File: config.mk
export PLATFORM = sky130hd
export DESIGN_NAME = irqef_top
export DESIGN_NICKNAME = d
export VERILOG_FILES = /design/src/verilog/irqef_pkg.sv /design/src/verilog/irqef_top.sv /design/src/verilog/irqef_gate.sv
export SDC_FILE = /design/constraint.sdc
export NUM_CORES = 1
export LEC_CHECK = 0
export BUFFER_PORTS_ARGS = -buffer_cell sky130_fd_sc_hd__buf_2
export CORE_UTILIZATION = 50
export DETAILED_ROUTE_END_ITERATION = 10
export PLACE_DENSITY = 0.83
export SLEW_MARGIN = 10
export SYNTH_ARGS = -nofsm -noshare
export SYNTH_HDL_FRONTEND = slang
export SYNTH_SLANG_ARGS = --single-unit
File: constraint.sdc
create_clock -name CLK -period 2.8 [get_ports CLK]
set_input_delay 0.28 -clock CLK [delete_from_list [all_inputs] [get_ports CLK]]
set_output_delay 0.28 -clock CLK [all_outputs]
set_load 0.05 [all_outputs]
File: src/verilog/irqef_pkg.sv
// Purpose: Shared constants for the request enable and error flag block
// Assumes: 8-bit register port, 125 MHz clock
// Notes: Offsets are register indices on the plain port
package irqef_pkg;
   localparam int unsigned ADDR_W = 8;
   localparam int unsigned DATA_W = 8;
   localparam logic [ADDR_W-1:0] OFS_REQ_EN = 8'h09;
   localparam logic [ADDR_W-1:0] OFS_ERR_FLAGS = 8'h0a;
   localparam logic [ADDR_W-1:0] OFS_RX_CFG = 8'h0c;
   localparam logic [ADDR_W-1:0] OFS_COLL_POS = 8'h0d;
   localparam logic [ADDR_W-1:0] OFS_ERR_REQ = 8'h0e;
   localparam logic [DATA_W-1:0] RST_REQ_EN = 8'h00;
   localparam logic [DATA_W-1:0] RST_ERR_FLAGS = 8'h00;
   localparam logic [DATA_W-1:0] RST_RX_CFG = 8'h00;
   localparam logic [DATA_W-1:0] RST_COLL_POS = 8'h00;
   // Enable register fields
   localparam int unsigned BIT_DRIVE_SEL = 7;
   localparam int unsigned BIT_PIN_GATE = 6;
   localparam int unsigned BIT_CARD_EN = 5;
   localparam int unsigned NUM_TIMERS = 5;
   // Error flag fields
   localparam int unsigned BIT_NVM_ERR = 7;
   localparam int unsigned BIT_FIFO_MISUSE = 6;
   localparam int unsigned BIT_FIFO_OVF = 5;
   localparam int unsigned BIT_SHORT_FRAME = 4;
   localparam int unsigned BIT_EMPTY_TX = 3;
   localparam int unsigned BIT_COLLISION = 2;
   localparam int unsigned BIT_PROTOCOL = 1;
   localparam int unsigned BIT_INTEGRITY = 0;
   // Receive config and collision position fields
   localparam int unsigned BIT_COLL_AS_INTEG = 3;
   localparam int unsigned BIT_NOISE_SUPP = 0;
   localparam int unsigned BIT_COLL_VALID = 7;
   localparam int unsigned COLL_POS_W = 7;
   // Frame length thresholds
   localparam logic [3:0] MIN_FRAME_BITS = 4'h4;
   localparam logic [1:0] MIN_NOISE_BYTES = 2'h3;
   // Transceiver phase codes
   localparam logic [2:0] PH_IDLE = 3'h0;
   localparam logic [2:0] PH_RX_WAIT = 3'h5;
   localparam logic [2:0] PH_WAIT_DATA = 3'h6;
   localparam logic [2:0] PH_RECEIVING = 3'h7;
endpackage : irqef_pkg

File: src/verilog/irqef_top.sv
// Purpose: Request enable register, global request, pin drive and error flags
// Assumes: Receive events are one-cycle pulses from same-clock logic
// Notes: IRQ pin is split into output, output enable and input
//
// Strobed register access is this design's own decision.

// Functional notes
// - Enable bit 7 high drives pin push-pull, low drives open-drain.
// - Global request reaches the pin only while enable bit 6 is set.
// - Card detect request counts only while enable bit 5 is set.
// - Enable bits 4..0 gate timer underflow requests 4..0.
// - Error bit 7 sets when the last memory command failed.
// - Bit 6 sets on FIFO write during CRC, rx phases or authentication.
// - Misuse clears at new command, or after flags appended in multi-frame mode.
// - Write to full FIFO sets bit 5; later writes are discarded.
// - Bit 4 sets when valid start of frame has under four data bits.
// - Short frames dropped silently, decoder stays on, no receive-done request.
// - Frame error flags clear at receive start or wait-for-data entry.
// - Bit 3 sets when transmit needed but FIFO empty.
// - Bit 2 sets on collision; first collision position is recorded.
// - Collision within end-of-frame symbol does not set collision flag.
// - Bit 1 sets and reception stops on stop bit, frame or count error.
// - On protocol error the last received byte is stored only when a FIFO write is accepted in the same cycle.
// - Bit 0 sets on parity or CRC mismatch; reception continues.
// - With collision-as-integrity set, collisions also set integrity flag.
// - Error request set when misuse, overflow, protocol, empty or integrity set.
// - Global request set when any enabled request is active.
module irqef_top
   import irqef_pkg::*;
(
   input wire logic CLK,
   input wire logic SYS_RST,
   input wire logic [irqef_pkg::ADDR_W-1:0] REG_ADDR,
   input wire logic [irqef_pkg::DATA_W-1:0] REG_WDATA,
   input wire logic REG_WR,
   input wire logic REG_RD,
   output logic [irqef_pkg::DATA_W-1:0] REG_RDATA,
   input wire logic [irqef_pkg::NUM_TIMERS-1:0] TIMER_UNDERFLOW_REQUEST,
   input wire logic CARD_DETECT_REQUEST,
   input wire logic FIRST_ENABLED_REQUEST,
   input wire logic NVM_CMD_DONE,
   input wire logic NVM_CMD_FAIL,
   input wire logic [2:0] TRX_PHASE,
   input wire logic CRC_TX_WINDOW,
   input wire logic AUTH_ACTIVE,
   input wire logic CMD_START,
   input wire logic CMD_IS_RECEIVE,
   input wire logic MULTI_FRAME_RECEIVE,
   input wire logic FLAGS_APPENDED,
   input wire logic FIFO_WR,
   input wire logic [irqef_pkg::DATA_W-1:0] FIFO_WDATA,
   input wire logic FIFO_FULL,
   input wire logic FIFO_EMPTY,
   input wire logic TX_NEEDED,
   input wire logic RX_FRAME_END,
   input wire logic [3:0] RX_FRAME_BITS,
   input wire logic [1:0] RX_FRAME_BYTES,
   input wire logic RX_BYTE_VALID,
   input wire logic [irqef_pkg::DATA_W-1:0] RX_BYTE,
   input wire logic RX_COLLISION,
   input wire logic RX_COLL_IN_EOF,
   input wire logic [irqef_pkg::COLL_POS_W-1:0] RX_COLL_BITPOS,
   input wire logic RX_COLL_POS_OK,
   input wire logic RX_BAD_STOP,
   input wire logic RX_BAD_FRAMING,
   input wire logic RX_BAD_COUNT,
   input wire logic RX_INTEGRITY_FAIL,
   output logic FIFO_STORE,
   output logic [irqef_pkg::DATA_W-1:0] FIFO_STORE_DATA,
   output logic RECEIVE_DONE_REQUEST,
   output logic RECEIVE_DECODER_ENABLE,
   output logic RX_STOP,
   output logic ERROR_REQUEST,
   output logic GLOBAL_REQUEST,
   input wire logic IRQ_PIN_I,
   output logic IRQ_PIN_O,
   output logic IRQ_PIN_OE
);
   import irqef_pkg::*;

   typedef enum logic [2:0] {
      IRQEF_RX_IDLE = 3'b001,
      IRQEF_RX_ACTIVE = 3'b010,
      IRQEF_RX_HALTED = 3'b100
   } irqef_rx_t;

   logic [DATA_W-1:0] req_en_ff;
   logic [DATA_W-1:0] err_ff;
   logic [DATA_W-1:0] rx_cfg_ff;
   logic [DATA_W-1:0] coll_pos_ff;
   logic [DATA_W-1:0] rdata_ff;
   logic [DATA_W-1:0] store_data_ff;
   logic store_ff;
   logic rx_done_ff;
   logic global_ff;
   logic err_req_ff;
   logic pin_sync1_ff;
   logic pin_sync2_ff;
   irqef_rx_t rx_st_ff;
   irqef_rx_t nxt_rx_st;
   logic [DATA_W-1:0] nxt_err;
   logic [DATA_W-1:0] nxt_coll_pos;
   logic [DATA_W-1:0] err_set;
   logic [DATA_W-1:0] err_clr;
   logic [NUM_TIMERS:0] gated;

   function automatic logic hit(input logic [ADDR_W-1:0] a, input logic [ADDR_W-1:0] ofs);
      hit = (a == ofs);
   endfunction : hit

   irqef_gate u_gate (
      .TIMER_REQ(TIMER_UNDERFLOW_REQUEST),
      .CARD_REQ(CARD_DETECT_REQUEST),
      .ENABLES(req_en_ff),
      .GATED(gated)
   );

   // Decode of receive phases
   wire in_rx_phase = (TRX_PHASE == PH_RX_WAIT) || (TRX_PHASE == PH_WAIT_DATA) || (TRX_PHASE == PH_RECEIVING);
   wire wait_data_entry = (TRX_PHASE == PH_WAIT_DATA) && !CMD_IS_RECEIVE;
   wire prot_hit = RX_BAD_STOP | RX_BAD_FRAMING | RX_BAD_COUNT;
   wire coll_hit = RX_COLLISION && !RX_COLL_IN_EOF;
   wire short_bits = RX_FRAME_END && (RX_FRAME_BITS < MIN_FRAME_BITS);
   wire short_noise = RX_FRAME_END && rx_cfg_ff[BIT_NOISE_SUPP] && (RX_FRAME_BYTES < MIN_NOISE_BYTES);
   wire frame_dropped = short_bits || short_noise;
   wire fifo_accept = FIFO_WR && !FIFO_FULL && !err_ff[BIT_FIFO_OVF];
   wire rx_running = (rx_st_ff == IRQEF_RX_ACTIVE);
   wire first_coll = coll_hit && !err_ff[BIT_COLLISION];

   // Set terms; sets win over clears below
   assign err_set[BIT_NVM_ERR] = NVM_CMD_DONE && NVM_CMD_FAIL;
   assign err_set[BIT_FIFO_MISUSE] = FIFO_WR && (CRC_TX_WINDOW || in_rx_phase || AUTH_ACTIVE);
   assign err_set[BIT_FIFO_OVF] = FIFO_WR && FIFO_FULL;
   assign err_set[BIT_SHORT_FRAME] = short_bits;
   assign err_set[BIT_EMPTY_TX] = TX_NEEDED && FIFO_EMPTY;
   assign err_set[BIT_COLLISION] = coll_hit;
   assign err_set[BIT_PROTOCOL] = prot_hit && rx_running;
   assign err_set[BIT_INTEGRITY] = RX_INTEGRITY_FAIL || (coll_hit && rx_cfg_ff[BIT_COLL_AS_INTEG]);

   // Clear terms
   wire rx_flags_clr = (CMD_START && CMD_IS_RECEIVE) || wait_data_entry;
   wire misuse_clr = MULTI_FRAME_RECEIVE ? FLAGS_APPENDED : CMD_START;
   wire nvm_clr = NVM_CMD_DONE && !NVM_CMD_FAIL;
   assign err_clr[BIT_NVM_ERR] = nvm_clr;
   assign err_clr[BIT_FIFO_MISUSE] = misuse_clr;
   assign err_clr[BIT_FIFO_OVF] = CMD_START;
   assign err_clr[BIT_SHORT_FRAME] = rx_flags_clr;
   assign err_clr[BIT_EMPTY_TX] = CMD_START;
   assign err_clr[BIT_COLLISION] = rx_flags_clr;
   assign err_clr[BIT_PROTOCOL] = rx_flags_clr;
   assign err_clr[BIT_INTEGRITY] = rx_flags_clr;

   assign nxt_err = err_set | (err_ff & ~err_clr);

   // First collision only; position register cleared with the flags
   assign nxt_coll_pos = first_coll ? {RX_COLL_POS_OK, RX_COLL_BITPOS} :
                         (rx_flags_clr ? RST_COLL_POS : coll_pos_ff);

   // Protocol error halts the decoder until the next command start or wait-for-data entry
   always_comb begin
      nxt_rx_st = rx_st_ff;
      unique case (rx_st_ff)
         IRQEF_RX_IDLE: begin
            if (rx_flags_clr || CMD_START) begin
               nxt_rx_st = IRQEF_RX_ACTIVE;
            end
         end
         IRQEF_RX_ACTIVE: begin
            if (prot_hit) begin
               nxt_rx_st = IRQEF_RX_HALTED;
            end else if (TRX_PHASE == PH_IDLE) begin
               nxt_rx_st = IRQEF_RX_IDLE;
            end
         end
         IRQEF_RX_HALTED: begin
            if (rx_flags_clr || CMD_START) begin
               nxt_rx_st = IRQEF_RX_ACTIVE;
            end
         end
         default: begin
            nxt_rx_st = IRQEF_RX_IDLE;
         end
      endcase
   end

   // Error request over the five listed flags
   wire err_req_any = nxt_err[BIT_FIFO_MISUSE] | nxt_err[BIT_FIFO_OVF] | nxt_err[BIT_PROTOCOL] |
                      nxt_err[BIT_EMPTY_TX] | nxt_err[BIT_INTEGRITY];

   // Enabled requests of both registers ORed each cycle
   wire global_any = (|gated) | FIRST_ENABLED_REQUEST;

   // Read mux; unmapped addresses read zero
   wire [DATA_W-1:0] rd_mux = hit(REG_ADDR, OFS_REQ_EN) ? req_en_ff :
                              hit(REG_ADDR, OFS_ERR_FLAGS) ? err_ff :
                              hit(REG_ADDR, OFS_RX_CFG) ? rx_cfg_ff :
                              hit(REG_ADDR, OFS_COLL_POS) ? coll_pos_ff :
                              hit(REG_ADDR, OFS_ERR_REQ) ? {{(DATA_W-1){1'b0}}, err_req_ff} :
                              {DATA_W{1'b0}};

   always_ff @(posedge CLK) begin
      if (SYS_RST) begin
         req_en_ff <= RST_REQ_EN;
         rx_cfg_ff <= RST_RX_CFG;
      end else if (REG_WR) begin
         if (hit(REG_ADDR, OFS_REQ_EN)) begin
            req_en_ff <= REG_WDATA;
         end
         if (hit(REG_ADDR, OFS_RX_CFG)) begin
            rx_cfg_ff <= REG_WDATA;
         end
      end
   end

   always_ff @(posedge CLK) begin
      if (SYS_RST) begin
         err_ff <= RST_ERR_FLAGS;
         coll_pos_ff <= RST_COLL_POS;
         rx_st_ff <= IRQEF_RX_IDLE;
         err_req_ff <= 1'b0;
         global_ff <= 1'b0;
      end else begin
         err_ff <= nxt_err;
         coll_pos_ff <= nxt_coll_pos;
         rx_st_ff <= nxt_rx_st;
         err_req_ff <= err_req_any;
         global_ff <= global_any;
      end
   end

   // Receive data path; a byte seen with a protocol error is stored only when a FIFO write is accepted in that cycle
   always_ff @(posedge CLK) begin
      if (SYS_RST) begin
         store_ff <= 1'b0;
         store_data_ff <= {DATA_W{1'b0}};
         rx_done_ff <= 1'b0;
      end else begin
         store_ff <= (RX_BYTE_VALID && rx_running && !prot_hit) || fifo_accept;
         if (RX_BYTE_VALID) begin
            store_data_ff <= RX_BYTE;
         end else if (fifo_accept) begin
            store_data_ff <= FIFO_WDATA;
         end
         rx_done_ff <= RX_FRAME_END && !frame_dropped;
      end
   end

   // Pin synchroniser, output unused and not read back
   always_ff @(posedge CLK) begin
      if (SYS_RST) begin
         pin_sync1_ff <= 1'b0;
         pin_sync2_ff <= 1'b0;
         rdata_ff <= {DATA_W{1'b0}};
      end else begin
         pin_sync1_ff <= IRQ_PIN_I;
         pin_sync2_ff <= pin_sync1_ff;
         rdata_ff <= REG_RD ? rd_mux : {DATA_W{1'b0}};
      end
   end

   // Pin drive; open-drain only pulls low when asserted
   wire pin_active = global_ff && req_en_ff[BIT_PIN_GATE];
   assign IRQ_PIN_O = req_en_ff[BIT_DRIVE_SEL] ? pin_active : 1'b0;
   assign IRQ_PIN_OE = req_en_ff[BIT_DRIVE_SEL] ? 1'b1 : pin_active;

   assign REG_RDATA = rdata_ff;
   assign FIFO_STORE = store_ff;
   assign FIFO_STORE_DATA = store_data_ff;
   assign RECEIVE_DONE_REQUEST = rx_done_ff;
   assign RECEIVE_DECODER_ENABLE = (rx_st_ff != IRQEF_RX_HALTED);
   assign RX_STOP = (rx_st_ff == IRQEF_RX_HALTED);
   assign ERROR_REQUEST = err_req_ff;
   assign GLOBAL_REQUEST = global_ff;
endmodule : irqef_top

File: src/verilog/irqef_gate.sv
// Purpose: Enable gating of the timer and card detect requests
// Assumes: Requests are same-clock levels
// Notes: Purely combinational
module irqef_gate
   import irqef_pkg::*;
(
   input wire logic [irqef_pkg::NUM_TIMERS-1:0] TIMER_REQ,
   input wire logic CARD_REQ,
   input wire logic [irqef_pkg::DATA_W-1:0] ENABLES,
   output logic [irqef_pkg::NUM_TIMERS:0] GATED
);
   genvar i;
   generate
      for (i = 0; i < NUM_TIMERS; i++) begin : g_tmr
         assign GATED[i] = TIMER_REQ[i] & ENABLES[i];
      end
   endgenerate
   assign GATED[NUM_TIMERS] = CARD_REQ & ENABLES[BIT_CARD_EN];
endmodule : irqef_gate

Word level (Yosys, flattened, before mapping)
Index checks and enable logic that the tools add are counted.
Widths: inputs -> output; s select.
- register bits after elaboration: 55
- magnitude comparators: 2
- equal/unequal tests: 14
- muxes and demuxes: 16
- bitwise gates (word level): 17
- reductions and logical operators: 46
- operator list (operator ; number):
    $mux 8 ; 8
    $eq 8x4->1 const B ; 5
    $logic_and 1x1->1 ; 20
    $eq 3x3->1 const B ; 4
    $logic_or 1x1->1 ; 9
    $mux 3 ; 3
    $and 8x8->8 ; 1
    $logic_not 1->1 ; 8
    $not 8->8 ; 1
    $or 8x8->8 ; 1
    $or 1x1->1 ; 7
    $and 1x1->1 ; 6
    $pmux 3 s2 ; 1
    $reduce_and 2->1 ; 3
    $reduce_or 6->1 ; 1
    $lt 4x3->1 const B ; 1
    $mux 1 ; 4
    $reduce_bool 2->1 ; 2
    $reduce_or 2->1 ; 2
    $eq 3x1->1 const B ; 1
    $eq 3x2->1 const B ; 1
    $logic_not 3->1 ; 1
    $ne 3x2->1 const B ; 1
    $ne 3x3->1 const B ; 1
    3 further kinds ; 3

Logic depth before layout (Yosys ltp)
Gate-level depths: netlist (run 1).
- word-level depth: 11
- gate-level depth with buffers: 6
- gate-level depth less buffers: 5

Hierarchy
A second synthesis (run 1) with hierarchy kept.
- cell total of the unflattened synthesis: 279
- area, all modules: 2552.4 um^2
- by module, submodules not included (module ; times used ; cells an instance ; area an instance (um^2) ; seq. area each (um^2)):
    irqef_top ; 1 ; 273 ; 2514.9 ; 1101.1
    irqef_gate ; 1 ; 6 ; 37.5 ; 0.0

Worst setup path after synthesis (run 1)
OpenSTA, ideal clock, no wires.
- path kind: register -> register
- from: register rx_st_ff[0]
- to: register rx_st_ff[2]
- setup time: 0.128 ns
- arrival: 1.398 ns
- slack: 1.275 ns
- cell stages (with the launch flop): 6
- buffers on the path: 0
- cells stage by stage: dfxtp_1 -> nor2_1 -> nand2_1 -> inv_1 -> a21oi_1 -> nor2_1
- longest elaborated chain between the ends: 4
- elaborated cells on any way between the ends: 8
- those cells by class: eq/ne (5); mux (1); reduce/logical (2)
- ends and longest elaborated chain (element ; line ; source):
    start: declaration ; irqef_top.sv:99 ; irqef_rx_t rx_st_ff;
    start signal: assignment ; irqef_top.sv:225 ; rx_st_ff <= nxt_rx_st;
    $eq 3x3->1 (*) ; n/a ;
    named net RX_STOP ; irqef_top.sv:72 ; output logic RX_STOP,
    $reduce_or 2->1 (no source line) (*) ; n/a ;
    $ne 2x1->1 (no source line) ; n/a ;
    $reduce_and 2->1 (no source line) ; n/a ;
Mark *: on every way through the listed nets, which the timed path passes. The rest lies on a longest branch.
A chain may end at the register's enable or synchronous reset.

Worst setup path after layout (run 1)
- from: register rx_st_ff[0]
- to: output port RX_STOP
- longest elaborated chain between the ends: 1
- ends and longest elaborated chain (element ; line ; source):
    $eq 3x3->1 ; irqef_top.sv:271 ; assign RX_STOP = (rx_st_ff == IRQEF_RX_HALTED);
    end: declaration ; irqef_top.sv:72 ;
Every way passes these cells.

==> flow_summary.json, run 1 <==
{
  "drv_cap": 0,
  "portBuffers": 101,
  "fin_crit_sh_pct": 55.1,
  "status": "completed",
  "grt_use_total_pct": 23.9,
  "drtIter0Drc": 143,
  "worst_pin_slew_ns": 0.851,
  "critPathCaptureType": "output pin",
  "p_per_area_nw_per_um2": 529,
  "yosysWarnings": 0,
  "antenna_found_initial": 0,
  "critPathArrivalTime_ns": 1.26,
  "ioPinCount": 105,
  "synth_top_family_by_area": "simple AND/OR/NAND/NOR gates",
  "avgViaCountPerCell": 5.31,
  "totalWireLength_mm": 6.00,
  "grt_max_degree": 49,
  "wl_per_cell_um": 13.7,
  "slew_viol_final": 0,
  "required_ns": 2.52,
  "drive_gt1_share_pct": 32.4,
  "cts_max_level": 2,
  "post_synth_xor_area_fraction_pct": 0.350,
  "avgSynthCellArea_sq_um": 9.17,
  "ctsResizeCount": 0,
  "grt_setup_unrepaired": "false",
  "detail-route-antenna-nets": 0,
  "path_clk_slew_ns": 0.09,
  "grt_pass1_wl_mm": 9.70,
  "clock_sinks": 55,
  "grt-ovfl-total": 0,
  "synth_edf_count": 0,
  "syn_area_sq_um": 2500,
  "yosysSeqAreaShare_pct": 44.0,
  "power.leakage_uw": 0.00153,
  "setup_viol": 0,
  "layout_common_cells": "buf_2 (101), dfxtp_1 (55), nor2_1 (55), mux2i_1 (26), nand2_1 (14)",
  "synth-compound-area-share_pct": 19.1,
  "cts_inserted_buffers": 5,
  "dp_hpwl_mm": 4.63,
  "seq_area_sq_um": 1100,
  "rows": 25,
  "vias": 2322,
  "start_util_pct": 52.3,
  "antennaDiodeCount": 0,
  "layout.nets": 450,
  "critPathLaunchType": "flip-flop",
  "ctsLongestPathBuffers": 2,
  "final_common_cell": "buf_2",
  "synthMuxAreaShare_pct": 10.8,
  "synth.distinct_cells": 45,
  "cts_tree": "built",
  "cts-root-buf": "clkbuf_8",
  "fp.coreArea_sq_um": 4790,
  "synth_fa_ha_area_share_pct": 0,
  "period_needed_ns": 1.54,
  "power_uw": 1680,
  "drc": 0,
  "cts_setup_buffers": 0,
  "crit_type": "reg2out",
  "fin_util_pct": 66.2,
  "crit_fanout": 5,
  "fp.dieW_um": 72.8,
  "hold_class": "in2reg",
  "grt_pass1_vias": 2141,
  "grtUsageMet3_pct": 4.01,
  "synth_simple_gate_area_share_pct": 22.2,
  "postCtsHoldBufs": 0,
  "irDropWorstVdd_uv": 299,
  "met1_usage_pct": 30.1,
  "clkLatencyLatePin_ns": 0.31,
  "grt-busiest-layer": "met2",
  "finClkSkew_ns": 0.00964,
  "die_h_um": 72.8,
  "use_met2_pct": 40.5,
  "ys.flop_type": "dfxtp_1",
  "multi_input_area_sq_um": 1320,
  "setup_tns_ns": 0,
  "ys_async_sr_fraction_pct": 0,
  "ys_ff_latch": 55,
  "syn-instance-count": 273,
  "gp_congestion": 0.776,
  "relSlewSlack_pct": 43.3,
  "dieArea_sq_um": 5290,
  "synth_nets": 354,
  "drt_first_pass_iters": 5,
  "area_growth_pct": 26.6,
  "fill_cells": 418,
  "fmax_mhz": 648,
  "hold_viol": 0
}
synthesized netlist by cell type (all sizes together) (2+ instances only):
library cell	n	area (sq um)
a2111oi	2	23.8
a211oi	9	67.6
a21o	2	15.0
a21oi	10	50.1
a221oi	2	17.5
a22o	5	43.8
a22oi	8	60.1
a31oi	2	12.5
buf	5	32.5
clkbuf	8	31.3
dfxtp	55	1100
inv	6	22.5
mux2i	26	260
nand2	14	52.6
nand2b	12	75.1
nand3	3	20.0
nor2	55	206
nor2b	4	25.0
nor3	4	20.0
nor3b	2	15.0
nor4	2	12.5
nor4b	3	62.6
o211ai	3	22.5
o21ai	7	35.0
o2bb2a	8	80.1
or3b	2	17.5
per-layer routing:
layer / vias up / share of wire, %
met5: - / 0
met4: 0 / 1.7
met3: 10 / 6.1
met2: 84 / 51
met1: 1061 / 41
li1: 1167 / -
layout make-up:
| class | count | share of cell area (%) |
|---|---|---|
| multi-input cells | 199 | 41.5 |
| clock buffers | 6 | 2.29 |
| flip-flops and latches | 55 | 34.7 |
| inverters | 6 | 0.711 |
| repair buffers | 102 | 16.2 |
| well taps | 67 | 2.65 |
| clock inverters | 2 | 1.89 |
registers in the layout, indices dropped and copies added (netlist names), 3 cells and up, named ones only:
name             count
err_ff               7
rx_st_ff             3
req_en_ff            8
coll_pos_ff          8
FIFO_STORE_DATA      8
REG_RDATA            8
rx_cfg_ff            8
per-stage QoR:
stage	cells	setup slack (ns)	hold slack, ns	cell area [sq um]
after floorplan	273	1.27	0.398	2500
after global placement	429	1.10	0.476	3040
after detailed placement	429	1.11	0.488	3040
after CTS	437	1.26	0.209	3170
after global routing	437	1.13	0.223	3170
final	437	1.26	0.210	3170
critical path, cell delays in order, from the launching register on:
cell     delay, ns
dfxtp_1       0.37
nor2_1        0.16
nand2_1       0.09
inv_1         0.08
buf_2         0.26
cell families after synthesis:
logic type,after synthesis
AO/OA/AOI/OAI,64
XOR/XNOR,1
multiplexers,27
flip-flops,55
AND/OR/NAND/NOR,107
buffers and inverters,19
where the power goes:
group	total, uW	switching, uW	internal, uW
combinational	250	150	101
clock	601	244	357
sequential	826	16.6	809
path summary, 6_finish.rpt:
path | to | slack, ns | startpoint | cells past startpoint
max | RX_STOP | 1.26 | rx_st_ff[0]$_SDFFE_PP1P_ | 4
min reg2reg | REG_RDATA[6]$_SDFF_PP0_ | 0.50 | err_ff[6]$_SDFF_PP0_ | 2
min | flip-flop | 0.21 | NVM_CMD_FAIL | 3
max reg2reg | rx_st_ff[1]$_SDFFE_PP0P_ | 1.33 | rx_st_ff[1]$_SDFFE_PP0P_ | 4
Power figures use the tool's default switching activity.
==> inputs of run 2 (changes only) <==
ABC_AREA = 1   (was not set)
CORE_UTILIZATION = 43   (was 50)
PLACE_DENSITY = 0.75   (was 0.83)
clock period = 1.4 ns   (was 2.8 ns; I/O delays follow)
==> run 2 against run 1 <==
- critical path depth decreased by 1
- global-route usage decreased by 2.6 points
- clock-buffer cell count unchanged
- sequential share of layout area decreased by 0.67 points
- die area increased by 18%
- clock power increased by 55%
- via count increased by 11%
- synthesized area increased by 2.2%
- sequential cell count unchanged
- combinational power increased by 150%
- clock skew increased by 0.0032 ns
- non-clock buffer count increased by 4
- critical endpoint is now IRQ_PIN_OE
- largest cell class unchanged
- highest routed layer unchanged
==> flow_summary.json, run 2 <==
{
  "grt_pass1_wl_mm": 10.4,
  "clock_sinks": 55,
  "synth_top_cell_area_share_pct": 43.0,
  "antennaDiodeCount": 0,
  "ys.flop_type": "dfxtp_1",
  "intPower_uw": 2280,
  "max_stage_delay_ns": 0.36,
  "avgViaCountPerCell": 4.86,
  "relSlewSlack_pct": 75.8,
  "final_common_cell": "buf_2",
  "detail-route-antenna-nets": 0,
  "cts-root-buf": "clkbuf_8",
  "p_clk_share_pct": 28.7,
  "rr_startpoint": "err_ff[5]$_SDFF_PP0_",
  "layout_common_cells": "buf_2 (98), nor2_1 (68), nand2_1 (65), dfxtp_1 (54), nand3_1 (40)",
  "avgSynthCellArea_sq_um": 7.21,
  "cts_inserted_buffers": 5,
  "rows": 27,
  "post-route-worst-setup-slack_ns": 0.0476,
  "synth_top_cells_by_count": "nor2_1 (68), nand2_1 (65), dfxtp_1 (55), nand3_1 (40), o21ai_0 (26)",
  "grt-ovfl-total": 0,
  "ctsLongestPathBuffers": 2,
  "r2r_cells": 4,
  "syn_area_sq_um": 2560,
  "grt_use_total_pct": 21.3,
  "yosysWarnings": 0,
  "portBuffers": 101,
  "die_h_um": 79.2,
  "gp_congestion": 0.848,
  "critPathArrivalTime_ns": 1.21,
  "p_per_area_nw_per_um2": 1000,
  "vias": 2577,
  "fmax_mhz": 739,
  "crit_chain": "inv_1 -> o21ai_2 -> buf_2",
  "drv_cap": 0,
  "yosysSeqAreaShare_pct": 43.0,
  "grt_max_degree": 31,
  "grt_setup_unrepaired": "false",
  "ys_ff_latch": 55,
  "yosysMostFrequentCell": "nor2_1",
  "start_util_pct": 45.6,
  "drtIter0Drc": 158,
  "required_ns": 1.26,
  "area_growth_pct": 26.4,
  "wl_per_cell_um": 11.7,
  "place_area_sq_um": 3110,
  "dieArea_sq_um": 6270,
  "critPathCaptureType": "output pin",
  "layout.nets": 538,
  "power.leakage_uw": 0.00156,
  "drive_gt1_share_pct": 30.1,
  "fin_util_pct": 57.7,
  "totalWireLength_mm": 6.21,
  "fp.coreArea_sq_um": 5610,
  "ys_async_sr_fraction_pct": 0,
  "ioPinCount": 105,
  "irDropWorstVdd_uv": 585,
  "drt_first_pass_iters": 4,
  "slew_viol_final": 0,
  "hold_viol": 0,
  "crit_type": "reg2out",
  "synth_top_area_cell": "dfxtp_1",
  "critPathLaunchType": "flip-flop",
  "path_clk_slew_ns": 0.10,
  "synth_area_leaders": "dfxtp_1 (43%), nor2_1 (10%), nand2_1 (9.5%)",
  "cts_max_level": 2,
  "grt_pass1_vias": 2424,
  "cts_setup_buffers": 0,
  "slowest_stage": "dfxtp_1",
  "worst_pin_slew_ns": 0.354,
  "fp.dieW_um": 79.2,
  "pre_cts_slack_ns": 0.180,
  "setup_viol": 0,
  "synth.distinct_cells": 35,
  "worstHoldStart": "NVM_CMD_FAIL",
  "fin_crit_sh_pct": 96.6,
  "seqPwrFrac_pct": 52.3,
  "final_cell_area_sq_um": 3240,
  "dp_hpwl_mm": 4.87,
  "crit_fanout": 3,
  "synth_edf_count": 0,
  "status": "completed",
  "drc": 0,
  "period_needed_ns": 1.35,
  "ff2ff_setup_slack_ns": 0.25,
  "setup_tns_ns": 0,
  "clkLatencyLatePin_ns": 0.32,
  "synth_nets": 436,
  "antenna_found_initial": 0,
  "power_switching_uw": 968,
  "holdPathStages": 3,
  "cts_tree": "built",
  "swShare_pct": 29.8,
  "worstReg2RegEnd": "FIFO_STORE_DATA[4]$_SDFFE_PP0P_",
  "hold_class": "in2reg",
  "pwr-share-comb_pct": 19.0,
  "finClkSkew_ns": 0.0129,
  "syn-instance-count": 355
}
[run 2: cell count changes after synthesis, sizes merged, moves of 21 or more]
cell,previous run,this run
nand2,14,69
nand3,3,42
o21ai,7,34
mux2i,26,0
inv,6,29
nor2,55,76
[run 2: area by class of cell]
cell class                 instances  area (sq um)
tap                               72          90.1
sequential                        55          1100
clock inverter                     2          16.3
timing repair buffer             106           561
clock buffer                       6          82.6
inverter                          30           116
multi-input combinational        259          1270
fill                             563          2370
[run 2: metrics by stage]
step | cells | hold WS [ns] | power, uW
finish | 530 | 0.0340 | 3250
global route | 530 | 0.0426 | 3430
CTS | 530 | 0.0225 | 3270
detailed placement | 521 | 0.335 | 2350
global placement | 521 | 0.331 | 2330
floorplan | 355 | 0.233 | 2140
[run 2: critical path, delay by kind of cell, from the launching register on]
kind	cells	cell delay, ns
flip-flops	1	0.36
AO/OA/AOI/OAI	1	0.14
buffers and inverters	2	0.38
[run 2: layer usage]
layer  track usage, %  part of all wire [%]
met2             35.7                    46
met4             7.27                   1.7
met5                0                     0
met1             26.1                    45
met3             5.98                   7.3
[run 2: logic make-up after synthesis]
logic type	share of synthesized area, %
AO/OA/AOI/OAI	14.1
buffers and inverters	8.06
flip-flops	43.0
AND/OR/NAND/NOR	34.8
[run 2: worst max path at each step]
stage | startpoint | endpoint
after floorplan | GLOBAL_REQUEST$_SDFF_PP0_ | IRQ_PIN_OE
after global placement | REG_ADDR[7] | req_en_ff[7]$_SDFFE_PP0P_
after detailed placement | REG_ADDR[7] | req_en_ff[5]$_SDFFE_PP0P_
after CTS | req_en_ff[6]$_SDFFE_PP0P_ | IRQ_PIN_OE
after global routing | rx_st_ff[0]$_SDFFE_PP1P_ | RECEIVE_DECODER_ENABLE
final | req_en_ff[6]$_SDFFE_PP0P_ | IRQ_PIN_OE
[run 2: timing repair]
| action | 4_1_cts | 5_1_grt |
|---|---|---|
| gates cloned | 0 | 0 |
| gates resized for setup | 2 | 4 |
| setup endpoints to repair | 2 | 3 |
| hold endpoints to repair | 1 | 0 |
| hold buffers | 1 | 0 |
[run 2: power groups by stage]
stage                     Sequential [uW]  Clock (uW)  Combinational [uW]
after floorplan                      1810           0                 324
after CTS                            1700         956                 618
after detailed placement             1730           0                 613
after global placement               1730           0                 599
final                                1700         932                 616
after global routing                 1710        1030                 689
